===== src/rtl/pm_pkg.sv =====
/*
  Shared constants and types for the suspend/wake power-state controller.
  Assumes one core clock domain; every user of these names imports pm_pkg.
*/
package pm_pkg;
  // GPIO wake pins and the pin that doubles as link-up wake
  localparam int GPIO_W = 11;
  localparam int LINK_GPIO_IDX = 7;

  // Suspend-select field encodings
  localparam int SEL_W = 2;
  localparam logic [SEL_W-1:0] SEL_S0 = 2'h0;
  localparam logic [SEL_W-1:0] SEL_S1 = 2'h1;
  localparam logic [SEL_W-1:0] SEL_S2 = 2'h2;
  localparam logic [SEL_W-1:0] SEL_S3 = 2'h3;
  localparam logic [SEL_W-1:0] SEL_RESET = SEL_S2;

  // Wake status field layout
  localparam int WS_W = 2;
  localparam int WS_LAN_BIT = 0;
  localparam int WS_ENERGY_BIT = 1;
  localparam logic [WS_W-1:0] WS_RESET = 2'h0;
  localparam logic [GPIO_W-1:0] PIN_WS_RESET = 11'h000;

  // Power states
  typedef enum logic [2:0] {
    ST_NORM_UNCONF,
    ST_NORM_CONF,
    ST_SLEEP_S0,
    ST_SLEEP_S1,
    ST_SLEEP_S2,
    ST_SLEEP_S3
  } pm_state_type;
endpackage : pm_pkg


===== src/rtl/wake_if.sv =====
/*
  Carrier between the state controller and the pin wake detector.
  Assumes both ends sit on the same core clock.
*/
interface wake_if;
  import pm_pkg::*;
  logic in_sleep;
  logic link_allowed;
  logic [GPIO_W-1:0] gpio_evt;

  modport det (input in_sleep, input link_allowed, output gpio_evt);
  modport ctl (output in_sleep, output link_allowed, input gpio_evt);
endinterface : wake_if


===== src/rtl/pin_wake_detect.sv =====
/*
  GPIO wake detector: synchronises the pins, applies polarity and enables,
  and reports one-cycle wake events. Assumes pins are asynchronous to the clock.
*/
module pin_wake_detect (
  input wire logic i_ref_clk,
  input wire logic i_sys_rst,
  input wire logic [pm_pkg::GPIO_W-1:0] i_gpio_pins,
  input wire logic [pm_pkg::GPIO_W-1:0] i_gpio_wake_en,
  input wire logic [pm_pkg::GPIO_W-1:0] i_gpio_pol,
  input wire logic i_phy_link_up,
  input wire logic i_link_up_wake_enable,
  wake_if.det wk
);
  import pm_pkg::*;

  logic [GPIO_W-1:0] meta_r;
  logic [GPIO_W-1:0] sync_r;
  logic [GPIO_W-1:0] active;
  logic [GPIO_W-1:0] armed;
  logic [GPIO_W-1:0] prev_r;

  // Two-stage synchroniser; first stage feeds only the second
  always_ff @(posedge i_ref_clk or posedge i_sys_rst) begin
    if (i_sys_rst) begin
      meta_r <= '0;
      sync_r <= '0;
    end else begin
      meta_r <= i_gpio_pins;
      sync_r <= meta_r;
    end
  end

  // Polarity and enables; the link-up source replaces the pin on GPIO7
  always_comb begin
    active = ~(sync_r ^ i_gpio_pol);
    armed = i_gpio_wake_en;
    if (i_link_up_wake_enable) begin
      active[LINK_GPIO_IDX] = i_phy_link_up; // Pin level ignored in this mode
      armed[LINK_GPIO_IDX] = wk.link_allowed;
    end
  end

  // Previous level for edge detection, so a held level wakes only once
  always_ff @(posedge i_ref_clk or posedge i_sys_rst) begin
    if (i_sys_rst) begin
      prev_r <= '0;
    end else begin
      prev_r <= active;
    end
  end

  assign wk.gpio_evt = active & ~prev_r & armed & {GPIO_W{wk.in_sleep}};
endmodule : pin_wake_detect


===== src/rtl/usb_suspend_wake_state_control.sv =====
/*
  Power-state controller: normal (unconfigured/configured) and four suspend
  states, with wake gating, wake status and pin wake status.
  Assumes USB events, MAC and PHY events are single-cycle pulses on the core
  clock; the external reset pin and GPIO pins are asynchronous.
*/
// Notes on behaviour
// - System reset places the device in unconfigured normal state.
// - Ready flag high in normal state; after USB reset waits for EEPROM load.
// - Returning from suspend keeps USB context; no reinit pulse.
// - Host selects suspend state then suspends; entry only from normal.
// - Host resume or permitted enabled wake returns device to normal.
// - Suspend from unconfigured enters sleep_s2 only; wakes back unconfigured.
// - Deconfiguration reverts suspend-select to sleep_s2 encoding.
// - USB reset or external pin reset reinitialises and enters unconfigured normal.
// - Suspend-select encodes s0..s3 as 00b..11b; sleep_s2 default.
// - Wake sources per state: resume, GPIO always; LAN s0; energy s1; frame s3; link s0/s3.
// - All clocks stay enabled in sleep_s3; frames may be lost.
// - Any frame wake source enabled in sleep_s3 drops all frames.
// - LAN wake status bit also flags good-frame wake from sleep_s3.
// - Each GPIO wake sets its own pin wake status bit.
// - A still pending wake event wakes the device again at once.
// - Link-up wake enable tells link-up from pin on GPIO7.
// - Good frame: passes MAC filter with no frame wake source enabled.
// - Deconfiguration while configured returns to unconfigured normal.
// - Completed configuration moves unconfigured to configured normal.
module usb_suspend_wake_state_control (
  input wire logic i_ref_clk,
  input wire logic i_sys_rst,
  input wire logic i_usb_reset,
  input wire logic i_external_reset_pin_n,
  input wire logic i_eeprom_load_done,
  input wire logic i_usb_configured,
  input wire logic i_usb_deconfigured,
  input wire logic i_host_suspend,
  input wire logic i_host_resume,
  input wire logic i_sleep_sel_wr,
  input wire logic [pm_pkg::SEL_W-1:0] i_sleep_sel_wdata,
  input wire logic [pm_pkg::WS_W-1:0] i_wake_status_clr,
  input wire logic [pm_pkg::GPIO_W-1:0] i_pin_wake_clr,
  input wire logic i_lan_wake_enable,
  input wire logic i_energy_detect_enable,
  input wire logic i_frame_wake_src_en,
  input wire logic i_mac_lan_wake_evt,
  input wire logic i_mac_filter_pass,
  input wire logic i_phy_energy_evt,
  input wire logic i_phy_link_up,
  input wire logic i_link_up_wake_enable,
  input wire logic [pm_pkg::GPIO_W-1:0] i_gpio_pins,
  input wire logic [pm_pkg::GPIO_W-1:0] i_gpio_wake_en,
  input wire logic [pm_pkg::GPIO_W-1:0] i_gpio_pol,
  output logic o_ready,
  output logic [pm_pkg::SEL_W-1:0] o_sleep_sel,
  output pm_pkg::pm_state_type o_power_state,
  output logic o_configured,
  output logic o_suspended,
  output logic [pm_pkg::WS_W-1:0] o_wake_status,
  output logic [pm_pkg::GPIO_W-1:0] o_pin_wake_status,
  output logic o_link_up_wake_enable,
  output logic o_remote_wake,
  output logic o_hw_reinit,
  output logic o_clocks_enable,
  output logic o_phy_state_kept,
  output logic o_rx_drop_all
);
  import pm_pkg::*;

  wake_if wk ();

  pm_state_type state_r;
  pm_state_type state_nxt;
  logic from_conf_r;
  logic [SEL_W-1:0] sleep_sel_r;
  logic load_pending_r;
  logic [WS_W-1:0] wake_status_r;
  logic [GPIO_W-1:0] pin_wake_r;
  logic remote_wake_r;
  logic hw_reinit_r;
  logic pin_meta_r;
  logic pin_sync_r;
  logic pin_rst;
  logic hard_rst;
  logic is_normal;
  logic is_sleep;
  logic lan_evt;
  logic energy_evt;
  logic good_evt;
  logic pending_any;
  logic dev_wake;

  // External reset pin synchronised; active low on the pin
  always_ff @(posedge i_ref_clk or posedge i_sys_rst) begin
    if (i_sys_rst) begin
      pin_meta_r <= 1'b1;
      pin_sync_r <= 1'b1;
    end else begin
      pin_meta_r <= i_external_reset_pin_n;
      pin_sync_r <= pin_meta_r;
    end
  end

  assign pin_rst = ~pin_sync_r;
  assign hard_rst = i_usb_reset | pin_rst;
  assign is_normal = (state_r == ST_NORM_UNCONF) || (state_r == ST_NORM_CONF);
  assign is_sleep = ~is_normal;

  // Wake detector runs only while suspended; link-up only in s0 and s3
  assign wk.in_sleep = is_sleep;
  assign wk.link_allowed = (state_r == ST_SLEEP_S0) || (state_r == ST_SLEEP_S3);

  pin_wake_detect u_pin_wake (
    .i_ref_clk(i_ref_clk),
    .i_sys_rst(i_sys_rst),
    .i_gpio_pins(i_gpio_pins),
    .i_gpio_wake_en(i_gpio_wake_en),
    .i_gpio_pol(i_gpio_pol),
    .i_phy_link_up(i_phy_link_up),
    .i_link_up_wake_enable(i_link_up_wake_enable),
    .wk(wk)
  );

  // Per-state wake gating of MAC and PHY events
  assign lan_evt = (state_r == ST_SLEEP_S0) && i_lan_wake_enable && i_mac_lan_wake_evt;
  assign energy_evt = (state_r == ST_SLEEP_S1) && i_energy_detect_enable && i_phy_energy_evt;
  // Lan wake enable is a don't-care here; any frame wake source blocks it
  assign good_evt = (state_r == ST_SLEEP_S3) && i_mac_filter_pass && !i_frame_wake_src_en;
  // Sticky status left uncleared before suspend wakes at once
  assign pending_any = (|wake_status_r) || (|pin_wake_r);
  assign dev_wake = lan_evt || energy_evt || good_evt || (|wk.gpio_evt) || pending_any;

  // State transition logic
  always_comb begin
    state_nxt = state_r;
    case (state_r)
      ST_NORM_UNCONF: begin
        if (i_host_suspend) begin
          state_nxt = ST_SLEEP_S2;
        end else if (i_usb_configured) begin
          state_nxt = ST_NORM_CONF;
        end
      end
      ST_NORM_CONF: begin
        if (i_usb_deconfigured) begin
          state_nxt = ST_NORM_UNCONF;
        end else if (i_host_suspend) begin
          case (sleep_sel_r)
            SEL_S0: state_nxt = ST_SLEEP_S0;
            SEL_S1: state_nxt = ST_SLEEP_S1;
            SEL_S2: state_nxt = ST_SLEEP_S2;
            default: state_nxt = ST_SLEEP_S3;
          endcase
        end
      end
      ST_SLEEP_S0, ST_SLEEP_S1, ST_SLEEP_S2, ST_SLEEP_S3: begin
        if (i_host_resume || dev_wake) begin
          state_nxt = from_conf_r ? ST_NORM_CONF : ST_NORM_UNCONF;
        end
      end
      default: state_nxt = ST_NORM_UNCONF;
    endcase
    if (hard_rst) begin
      state_nxt = ST_NORM_UNCONF;
    end
  end

  // State register
  always_ff @(posedge i_ref_clk or posedge i_sys_rst) begin
    if (i_sys_rst) begin
      state_r <= ST_NORM_UNCONF;
    end else begin
      state_r <= state_nxt;
    end
  end

  // Origin of the suspend, so wake returns to the right normal flavour
  always_ff @(posedge i_ref_clk or posedge i_sys_rst) begin
    if (i_sys_rst) begin
      from_conf_r <= 1'b0;
    end else if (hard_rst) begin
      from_conf_r <= 1'b0;
    end else if (is_normal) begin
      from_conf_r <= (state_r == ST_NORM_CONF);
    end
  end

  // Suspend-select field; deconfiguration beats a same-cycle write
  always_ff @(posedge i_ref_clk or posedge i_sys_rst) begin
    if (i_sys_rst) begin
      sleep_sel_r <= SEL_RESET;
    end else if (hard_rst) begin
      sleep_sel_r <= SEL_RESET;
    end else if (state_r == ST_NORM_CONF && i_usb_deconfigured) begin
      sleep_sel_r <= SEL_S2;
    end else if (is_normal && i_sleep_sel_wr) begin
      sleep_sel_r <= i_sleep_sel_wdata;
    end
  end

  // Configuration load tracking after a reset
  always_ff @(posedge i_ref_clk or posedge i_sys_rst) begin
    if (i_sys_rst) begin
      load_pending_r <= 1'b0;
    end else if (hard_rst) begin
      load_pending_r <= 1'b1;
    end else if (i_eeprom_load_done) begin
      load_pending_r <= 1'b0;
    end
  end

  // Wake status, set wins over a same-cycle clear
  always_ff @(posedge i_ref_clk or posedge i_sys_rst) begin
    if (i_sys_rst) begin
      wake_status_r <= WS_RESET;
    end else if (hard_rst) begin
      wake_status_r <= WS_RESET;
    end else begin
      wake_status_r[WS_LAN_BIT] <= (wake_status_r[WS_LAN_BIT] & ~i_wake_status_clr[WS_LAN_BIT])
                                   | lan_evt | good_evt;
      wake_status_r[WS_ENERGY_BIT] <= (wake_status_r[WS_ENERGY_BIT] & ~i_wake_status_clr[WS_ENERGY_BIT])
                                      | energy_evt;
    end
  end

  // Pin wake status, one bit per GPIO, set wins over clear
  always_ff @(posedge i_ref_clk or posedge i_sys_rst) begin
    if (i_sys_rst) begin
      pin_wake_r <= PIN_WS_RESET;
    end else if (hard_rst) begin
      pin_wake_r <= PIN_WS_RESET;
    end else begin
      pin_wake_r <= (pin_wake_r & ~i_pin_wake_clr) | wk.gpio_evt;
    end
  end

  // Remote wake only for device-side wakes; reinit only for hard resets
  always_ff @(posedge i_ref_clk or posedge i_sys_rst) begin
    if (i_sys_rst) begin
      remote_wake_r <= 1'b0;
      hw_reinit_r <= 1'b0;
    end else begin
      remote_wake_r <= is_sleep && !hard_rst && !i_host_resume && dev_wake;
      hw_reinit_r <= hard_rst;
    end
  end

  // Outputs
  assign o_ready = is_normal && !load_pending_r;
  assign o_sleep_sel = sleep_sel_r;
  assign o_power_state = state_r;
  assign o_configured = (state_r == ST_NORM_CONF);
  assign o_suspended = is_sleep;
  assign o_wake_status = wake_status_r;
  assign o_pin_wake_status = pin_wake_r;
  assign o_link_up_wake_enable = i_link_up_wake_enable;
  assign o_remote_wake = remote_wake_r;
  assign o_hw_reinit = hw_reinit_r;
  // Clocks gated only in s0..s2; s3 trades power for quick frame wake
  assign o_clocks_enable = is_normal || (state_r == ST_SLEEP_S3);
  assign o_phy_state_kept = (state_r != ST_SLEEP_S2);
  assign o_rx_drop_all = (state_r == ST_SLEEP_S3) && i_frame_wake_src_en;
endmodule : usb_suspend_wake_state_control


===== config.mk =====
export PLATFORM = sky130hd
export DESIGN_NAME = usb_suspend_wake_state_control
export DESIGN_NICKNAME = d
export VERILOG_FILES = /design/src/rtl/pm_pkg.sv /design/src/rtl/wake_if.sv /design/src/rtl/pin_wake_detect.sv /design/src/rtl/usb_suspend_wake_state_control.sv
export SDC_FILE = /design/constraint.sdc
export NUM_CORES = 1
export LEC_CHECK = 0
export ABC_AREA = 1
export BUFFER_PORTS_ARGS = -buffer_cell sky130_fd_sc_hd__clkbuf_2
export CAP_MARGIN = 20
export CORE_UTILIZATION = 30
export CTS_CLUSTER_SIZE = 24
export DETAILED_ROUTE_END_ITERATION = 7
export MAX_ROUTING_LAYER = met4
export PLACE_DENSITY_LB_ADDON = 0.2
export SETUP_SLACK_MARGIN = 0.1
export SYNTH_ARGS = -nofsm -noshare
export SYNTH_HDL_FRONTEND = slang
export SYNTH_SLANG_ARGS = --single-unit
export TNS_END_PERCENT = 10

===== constraint.sdc =====
create_clock -name i_ref_clk -period 2 [get_ports i_ref_clk]
set_input_delay 0.1 -clock i_ref_clk [delete_from_list [all_inputs] [get_ports i_ref_clk]]
set_output_delay 0.1 -clock i_ref_clk [all_outputs]
set_load 0.01 [all_outputs]

After elaboration in Yosys (flattened, before gate mapping)
Index checks and enable logic that the tools add are counted.

Flip-flop bits (word level): 57. Bits of input ports: 66. Output and inout port bits: 27. Word-level logic and storage cells: 99.

Equality and inequality tests: 11. Mux-type cells: 20. Bitwise operators: 19. Reduce and logical (&&, ||, !) cells: 36.

Operators with widths (count): AND 11 bit (4); NOT 11 bit (3); OR reduction 11 bit (2); two-way mux 3 bit (6); one-hot mux 3 bit (3 select lines) (2); logical AND 1 bit (13); two-way mux 11 bit (1); OR 11 bit (1); bitwise XOR 11 bit (1); logical OR 1 bit (9); two-way mux 2 bit (4); two-way mux 1 bit (7); equality test 3 x 2 -> 1 bit, second input constant (2); equality test 3 bit, second input constant (2); != test 3 bit, second input constant (2); logical NOT 1 bit (4); != test 4 x 3 -> 1 bit, second input constant (1); != test 4 bit, second input constant (1); NOT 1 bit (4); OR 1 bit (4); nonzero test 2 bit (2); OR reduction 4 bit (1); equality test 3 x 1 -> 1 bit, second input constant (1); logical NOT 3 bit (1); 7 further kinds (8).

Longest topological paths before layout
Depth after elaboration: 13. Gate-level depth with buffers: 12. Mapped depth without buffers: 12.

Cells and area by module
Synthesis repeated with hierarchy kept, for this count alone.

Cells, all modules: 243. Area, all modules: 2386.0 um^2.

Modules (own cells, without submodules): usb_suspend_wake_state_control (instances 1, cells an instance 162, area each 1267.5 um^2, sequential area each 604.3 um^2); pin_wake_detect (instances 1, cells an instance 81, area each 1118.6 um^2, sequential area each 825.8 um^2).

Worst setup path before layout
Ideal clock, no wire load.

Path type: reg2reg. Start point: register state_r[2], in the netlist o_power_state[2]. End point: register state_r[1], in the netlist o_power_state[1]. Setup time: 0.066 ns. Arrival time: 1.468 ns. Data required time: 1.934 ns. Path slack: 0.466 ns. Stages on the path, launching flop included: 12. Path buffers: 2. Clock period less this slack: 1.534 ns. Cells stage by stage: dfrtp_1 -> buf_6 -> nor2_4 -> inv_2 -> buf_6 -> nand4_1 -> nand3_1 -> nor2_2 -> nand3_2 -> nand2_2 -> nand2_1 -> nand2_1.

Elaborated cells on any way between the ends: 31. Classes of those cells: eq/ne: 8; mux: 3; bitwise: 3; reduce/logical: 17.

RTL lines: start, declared (RTL line usb_suspend_wake_state_control.sv:70) `pm_state_type state_r;`; start signal, assigned (RTL line usb_suspend_wake_state_control.sv:171) `state_r <= state_nxt;`; equality test 3 x 1 -> 1 bit or logical NOT 3 bit (tied branches) (RTL line usb_suspend_wake_state_control.sv:104) `assign is_normal = (state_r == ST_NORM_UNCONF) || (state_r == ST_NORM_CONF);`; logical OR 1 bit (*) (RTL line usb_suspend_wake_state_control.sv:104); NOT 1 bit (*) (RTL line usb_suspend_wake_state_control.sv:105) `assign is_sleep = ~is_normal;`; net o_suspended (RTL line usb_suspend_wake_state_control.sv:56) `output logic o_suspended,`; AND 11 bit (*) (RTL line pin_wake_detect.sv:53) `assign wk.gpio_evt = active & ~prev_r & armed & {GPIO_W{wk.in_sleep}};`; OR reduction 11 bit (*) (RTL line usb_suspend_wake_state_control.sv:129) `assign dev_wake = lan_evt || energy_evt || good_evt || (|wk.gpio_evt) || pending_any;`; logical OR 1 bit (*) (2 in a row) (RTL line usb_suspend_wake_state_control.sv:129); logical OR 1 bit (*) (RTL line usb_suspend_wake_state_control.sv:155) `if (i_host_resume || dev_wake) begin`; != test 3 bit (no source line) (*); AND reduction 3 bit (no source line) (*).

Mark *: on every way through the listed nets, which the timed path passes. The rest lies on a longest branch. A chain may end at the register's enable or synchronous reset.

Worst setup path after layout
Start point: register state_r[2], in the netlist o_power_state[2]. End point: register state_r[1], in the netlist o_power_state[1].

Longest elaborated chain between the ends: 11. Elaborated cells on any way between the ends: 31. Classes of those cells: eq/ne: 8; mux: 3; bitwise: 3; reduce/logical: 17.

RTL lines: equality test 3 x 2 -> 1 bit or equality test 3 bit (tied branches); logical OR 1 bit (RTL line usb_suspend_wake_state_control.sv:109) `assign wk.link_allowed = (state_r == ST_SLEEP_S0) || (state_r == ST_SLEEP_S3);`; two-way mux 1 bit (RTL line pin_wake_detect.sv:38) `if (i_link_up_wake_enable) begin`; AND 11 bit (2 in a row) (RTL line pin_wake_detect.sv:53); OR reduction 11 bit (RTL line usb_suspend_wake_state_control.sv:129); logical OR 1 bit (2 in a row) (RTL line usb_suspend_wake_state_control.sv:129); logical OR 1 bit (RTL line usb_suspend_wake_state_control.sv:155); != test 3 bit (no source line); AND reduction 3 bit (no source line).

Parallel ways exist; a longest one is shown, timed or not.

==> qor.log <==
[power] total power consumption of the routed design 2.496 mW
[die] initial cell density of the core 31.02%
[synthesis] biggest area consumer among synthesized cells sky130_fd_sc_hd__dfrtp_1
[route] routed via count divided by cell count 4.194
[synthesis] number of distinct library cells after synthesis 26
[synthesis] synthesized area per cell 8.945 um^2
[power] Max VDD drop 0.3782 mV
[layout] fraction of layout instances using a drive strength above 1 33.17%
[clock_tree] total number of H-tree levels 3
[synthesis] number of enable flip-flop cells after synthesis 0
[synthesis] gate count of the mapped netlist 268
[route] remaining routing DRC violations 0
[synthesis] Yosys warning total 0
[worst_setup_path] CP startpoint kind flop
[route] total routed wirelength 5648 um
[synthesis] Area contributors post-synth sky130_fd_sc_hd__dfrtp_1, sky130_fd_sc_hd__nand2_1, sky130_fd_sc_hd__inv_1
[die] std cell rows 32
[timing] post-route fraction of the period consumed by the critical path 84.64%
[worst_setup_path] CP Max Fanout 15
[layout] area added between synthesis and finish 41.65%
[timing] count of final setup violators 0
[run_status] result of the run completed
[global_routing] Tot GR Track Use 15.58%
[route] initial detailed-routing violation count 64
[synthesis] post-synth net total 334
[worst_setup_path] Critical Setup Path Class flop to flop
[die] Die H 91.39 um
[layout] number of nets in the layout 459
[timing] upper clock frequency limit 590.8 MHz
[worst_setup_path] Critical Path End Type flop
[synthesis] cell with the most instances after synthesis sky130_fd_sc_hd__nand2_1
[place] count of buffers from port buffering 92
[worst_setup_path] Arrival @ worst endpoint 1.96 ns
[synthesis] sequential area share after synthesis 59.66%
[clock_tree] clock insertion delay at the later pin of the skew report 0.33 ns
[timing] unrepaired setup endpoints after global routing false
[synthesis] Netlist Area Pre-Place 2397 um^2
[global_routing] aggregate global routing overflow 0
[global_routing] maximum number of pins on one net before global-route repair 28
[die] horizontal die dimension 91.39 um
[global_routing] global-route wire length before repair 9528 um
[timing] slack of the critical path 0.3073 ns
[place] Setup Slack @ Placement 0.2813 ns
[timing] Rel. slew slack 71.46%
[clock_tree] clock root buffer sky130_fd_sc_hd__clkbuf_8
[synthesis] proportion of register bits with asynchronous set or reset after synthesis 100.0%
[job] max capacitance violation total 0
[synthesis] most instantiated flip-flop cell in the synthesis netlist sky130_fd_sc_hd__dfrtp_1
[clock_tree] TritonCTS clock tree yes
[die] core area 7727 um^2
[clock_tree] Clock Sink Count 57
[synthesis] fraction of post-synthesis cell area in the top cell type by area 56.37%
[timing] worst slew pin tran 0.4262 ns
[route] first-pass iteration count of the detailed router 4
[clock_tree] maximum clock insertion buffer count 2
[global_routing] number of antenna violations at the first check in global routing 0
[timing] final setup skew 0.006919 ns
[power] leakage power 1.909 nW
[place] HPWL after detailed placement 4341 um
[timing] Setup TNS 0 ns
[clock_tree] clock-pin slew on the worst setup and hold paths 0.06 ns
[die] number of I/O pins 93
[timing] total count of hold-check failures in the final report 0
[worst_setup_path] endpoint required time on the critical path 2.27 ns
[timing] final period demand of the worst path 1.693 ns
[power] Pwr Density 735.1 nW/um^2
[hold_path] Worst Hold Class primary input to flop
[synthesis] flip-flop and latch count after synthesis 57
[global_routing] number of global-route vias before repair 2130
[route] average routed wire per standard cell 11.30 um
[layout] post-layout utilization of the core 43.94%
[layout] diode count 0
[place] final weighted congestion of routability-driven global placement 0.8316
[route] antenna viol nets, final 0
[timing] max-slew violation total from the final report 0
[synthesis] leading cell types by count after synthesis sky130_fd_sc_hd__nand2_1, sky130_fd_sc_hd__dfrtp_1, sky130_fd_sc_hd__inv_1
[die] total die area 8352 um^2
[clock_tree] cts bufs inserted 9
[route] vias post-DR 2097
per-stage QoR:
| step | cell area [um^2] | std cells | hold slack [ns] |
|---|---|---|---|
| after CTS | 3395 | 500 | 0.001384 |
| after detailed placement | 2982 | 462 | 0.05455 |
| after global placement | 2982 | 462 | 0.05444 |
| final | 3396 | 500 | 0.01841 |
| after global routing | 3396 | 500 | 0.02089 |
| after floorplan | 2397 | 268 | 0.1045 |
worst paths after layout:
kind | startpoint | endpoint | slack, ns | cells after the start
max | o_power_state[2]$_DFFE_PP0P_ | o_power_state[1]$_DFFE_PP0P_ | 0.31 | 11
min | i_wake_status_clr[1] | o_wake_status[1]$_DFF_PP0_ | 0.02 | 4
max reg2reg | o_power_state[2]$_DFFE_PP0P_ | o_power_state[1]$_DFFE_PP0P_ | 0.31 | 11
min reg2reg | u_pin_wake.meta_r[3]$_DFF_PP0_ | u_pin_wake.sync_r[3]$_DFF_PP0_ | 0.35 | 0
max in group asynchronous | i_sys_rst | pin_meta_r$_DFF_PP1_ | 1.07 | 4
min in group asynchronous | i_sys_rst | u_pin_wake.meta_r[1]$_DFF_PP0_ | 0.24 | 3
logic make-up (layout without fill, tap and decap cells):
group / Yosys count / in the layout / synth area share, %
AO/OA/AOI/OAI: 23 / 23 / 5.011
XOR/XNOR: 3 / 3 / 1.096
flip-flops: 57 / 57 / 59.66
buffers and inverters: 61 / 191 / 10.33
AND/OR/NAND/NOR: 124 / 124 / 23.90
registers in the layout, indices dropped and copies added, names as in the netlist:
signal             count
o_sleep_sel            2
u_pin_wake.prev_r     11
u_pin_wake.sync_r     11
o_remote_wake          1
load_pending_r         1
o_power_state          3
o_wake_status          2
pin_sync_r             1
o_pin_wake_status     11
o_hw_reinit            1
from_conf_r            1
u_pin_wake.meta_r     11
pin_meta_r             1
critical path, cell delays in order, from the launching register on:
cell and delay [ns]:
sky130_fd_sc_hd__dfrtp_2 0.48, sky130_fd_sc_hd__nor2_4 0.15, sky130_fd_sc_hd__inv_2 0.15, sky130_fd_sc_hd__nand3_1 0.15, sky130_fd_sc_hd__nand2_1 0.06, sky130_fd_sc_hd__nor2_1 0.11
sky130_fd_sc_hd__nand2_1 0.08, sky130_fd_sc_hd__nor2_2 0.11, sky130_fd_sc_hd__nand3_2 0.12, sky130_fd_sc_hd__nand2_2 0.11, sky130_fd_sc_hd__nand2_1 0.05, sky130_fd_sc_hd__nand2_1 0.06
placed cells by master, fill, tap and decap left out, types with 3 or more instances in the layout:
cell type	netlist	routed
sky130_fd_sc_hd__clkbuf_8	0	13
sky130_fd_sc_hd__inv_1	53	52
sky130_fd_sc_hd__inv_2	3	4
sky130_fd_sc_hd__xnor2_1	3	3
sky130_fd_sc_hd__clkbuf_2	0	92
sky130_fd_sc_hd__dfstp_2	3	3
sky130_fd_sc_hd__nor2_1	21	21
sky130_fd_sc_hd__nand2_1	59	59
sky130_fd_sc_hd__nor3_1	4	4
sky130_fd_sc_hd__nand4_1	4	4
sky130_fd_sc_hd__or2_2	3	3
sky130_fd_sc_hd__dlygate4sd3_1	0	22
sky130_fd_sc_hd__a21oi_1	17	17
sky130_fd_sc_hd__nand3b_1	3	3
sky130_fd_sc_hd__buf_4	1	4
sky130_fd_sc_hd__nand3_2	4	4
sky130_fd_sc_hd__dfrtp_1	54	53
sky130_fd_sc_hd__o21ai_0	4	4
sky130_fd_sc_hd__nand3_1	20	20
routing by layer:
metal  up-vias  share of wire [%]  GRT usage [%]
li1       1075                  -              -
met1       950                 48          19.50
met2        66                 46          23.31
met3         6                4.9          4.271
met4         0                1.5          7.407
met5         -                  0              -
power breakdown:
part           switching, mW  internal [mW]  leakage, nW
combinational          0.137          0.125         1.11
clock                  0.427          0.581        0.102
sequential            0.0206           1.21        0.700
final cells by class:
type | instances | area (um^2)
clock buffers | 14 | 182.7
clock inverters | 2 | 10.01
fillers | 789 | 4332
inverters | 57 | 214.0
multi-input cells | 150 | 719.4
flip-flops and latches | 57 | 1431
well taps | 102 | 127.6
repair buffers | 118 | 710.7
timing repair:
action,in CTS,in global routing
endpoints found under the hold margin,34,0
buffers inserted,0,0
gates resized for setup,0,1
hold buffers,22,0
endpoints found under the setup margin,0,3
(Power assumes the default switching activity.)
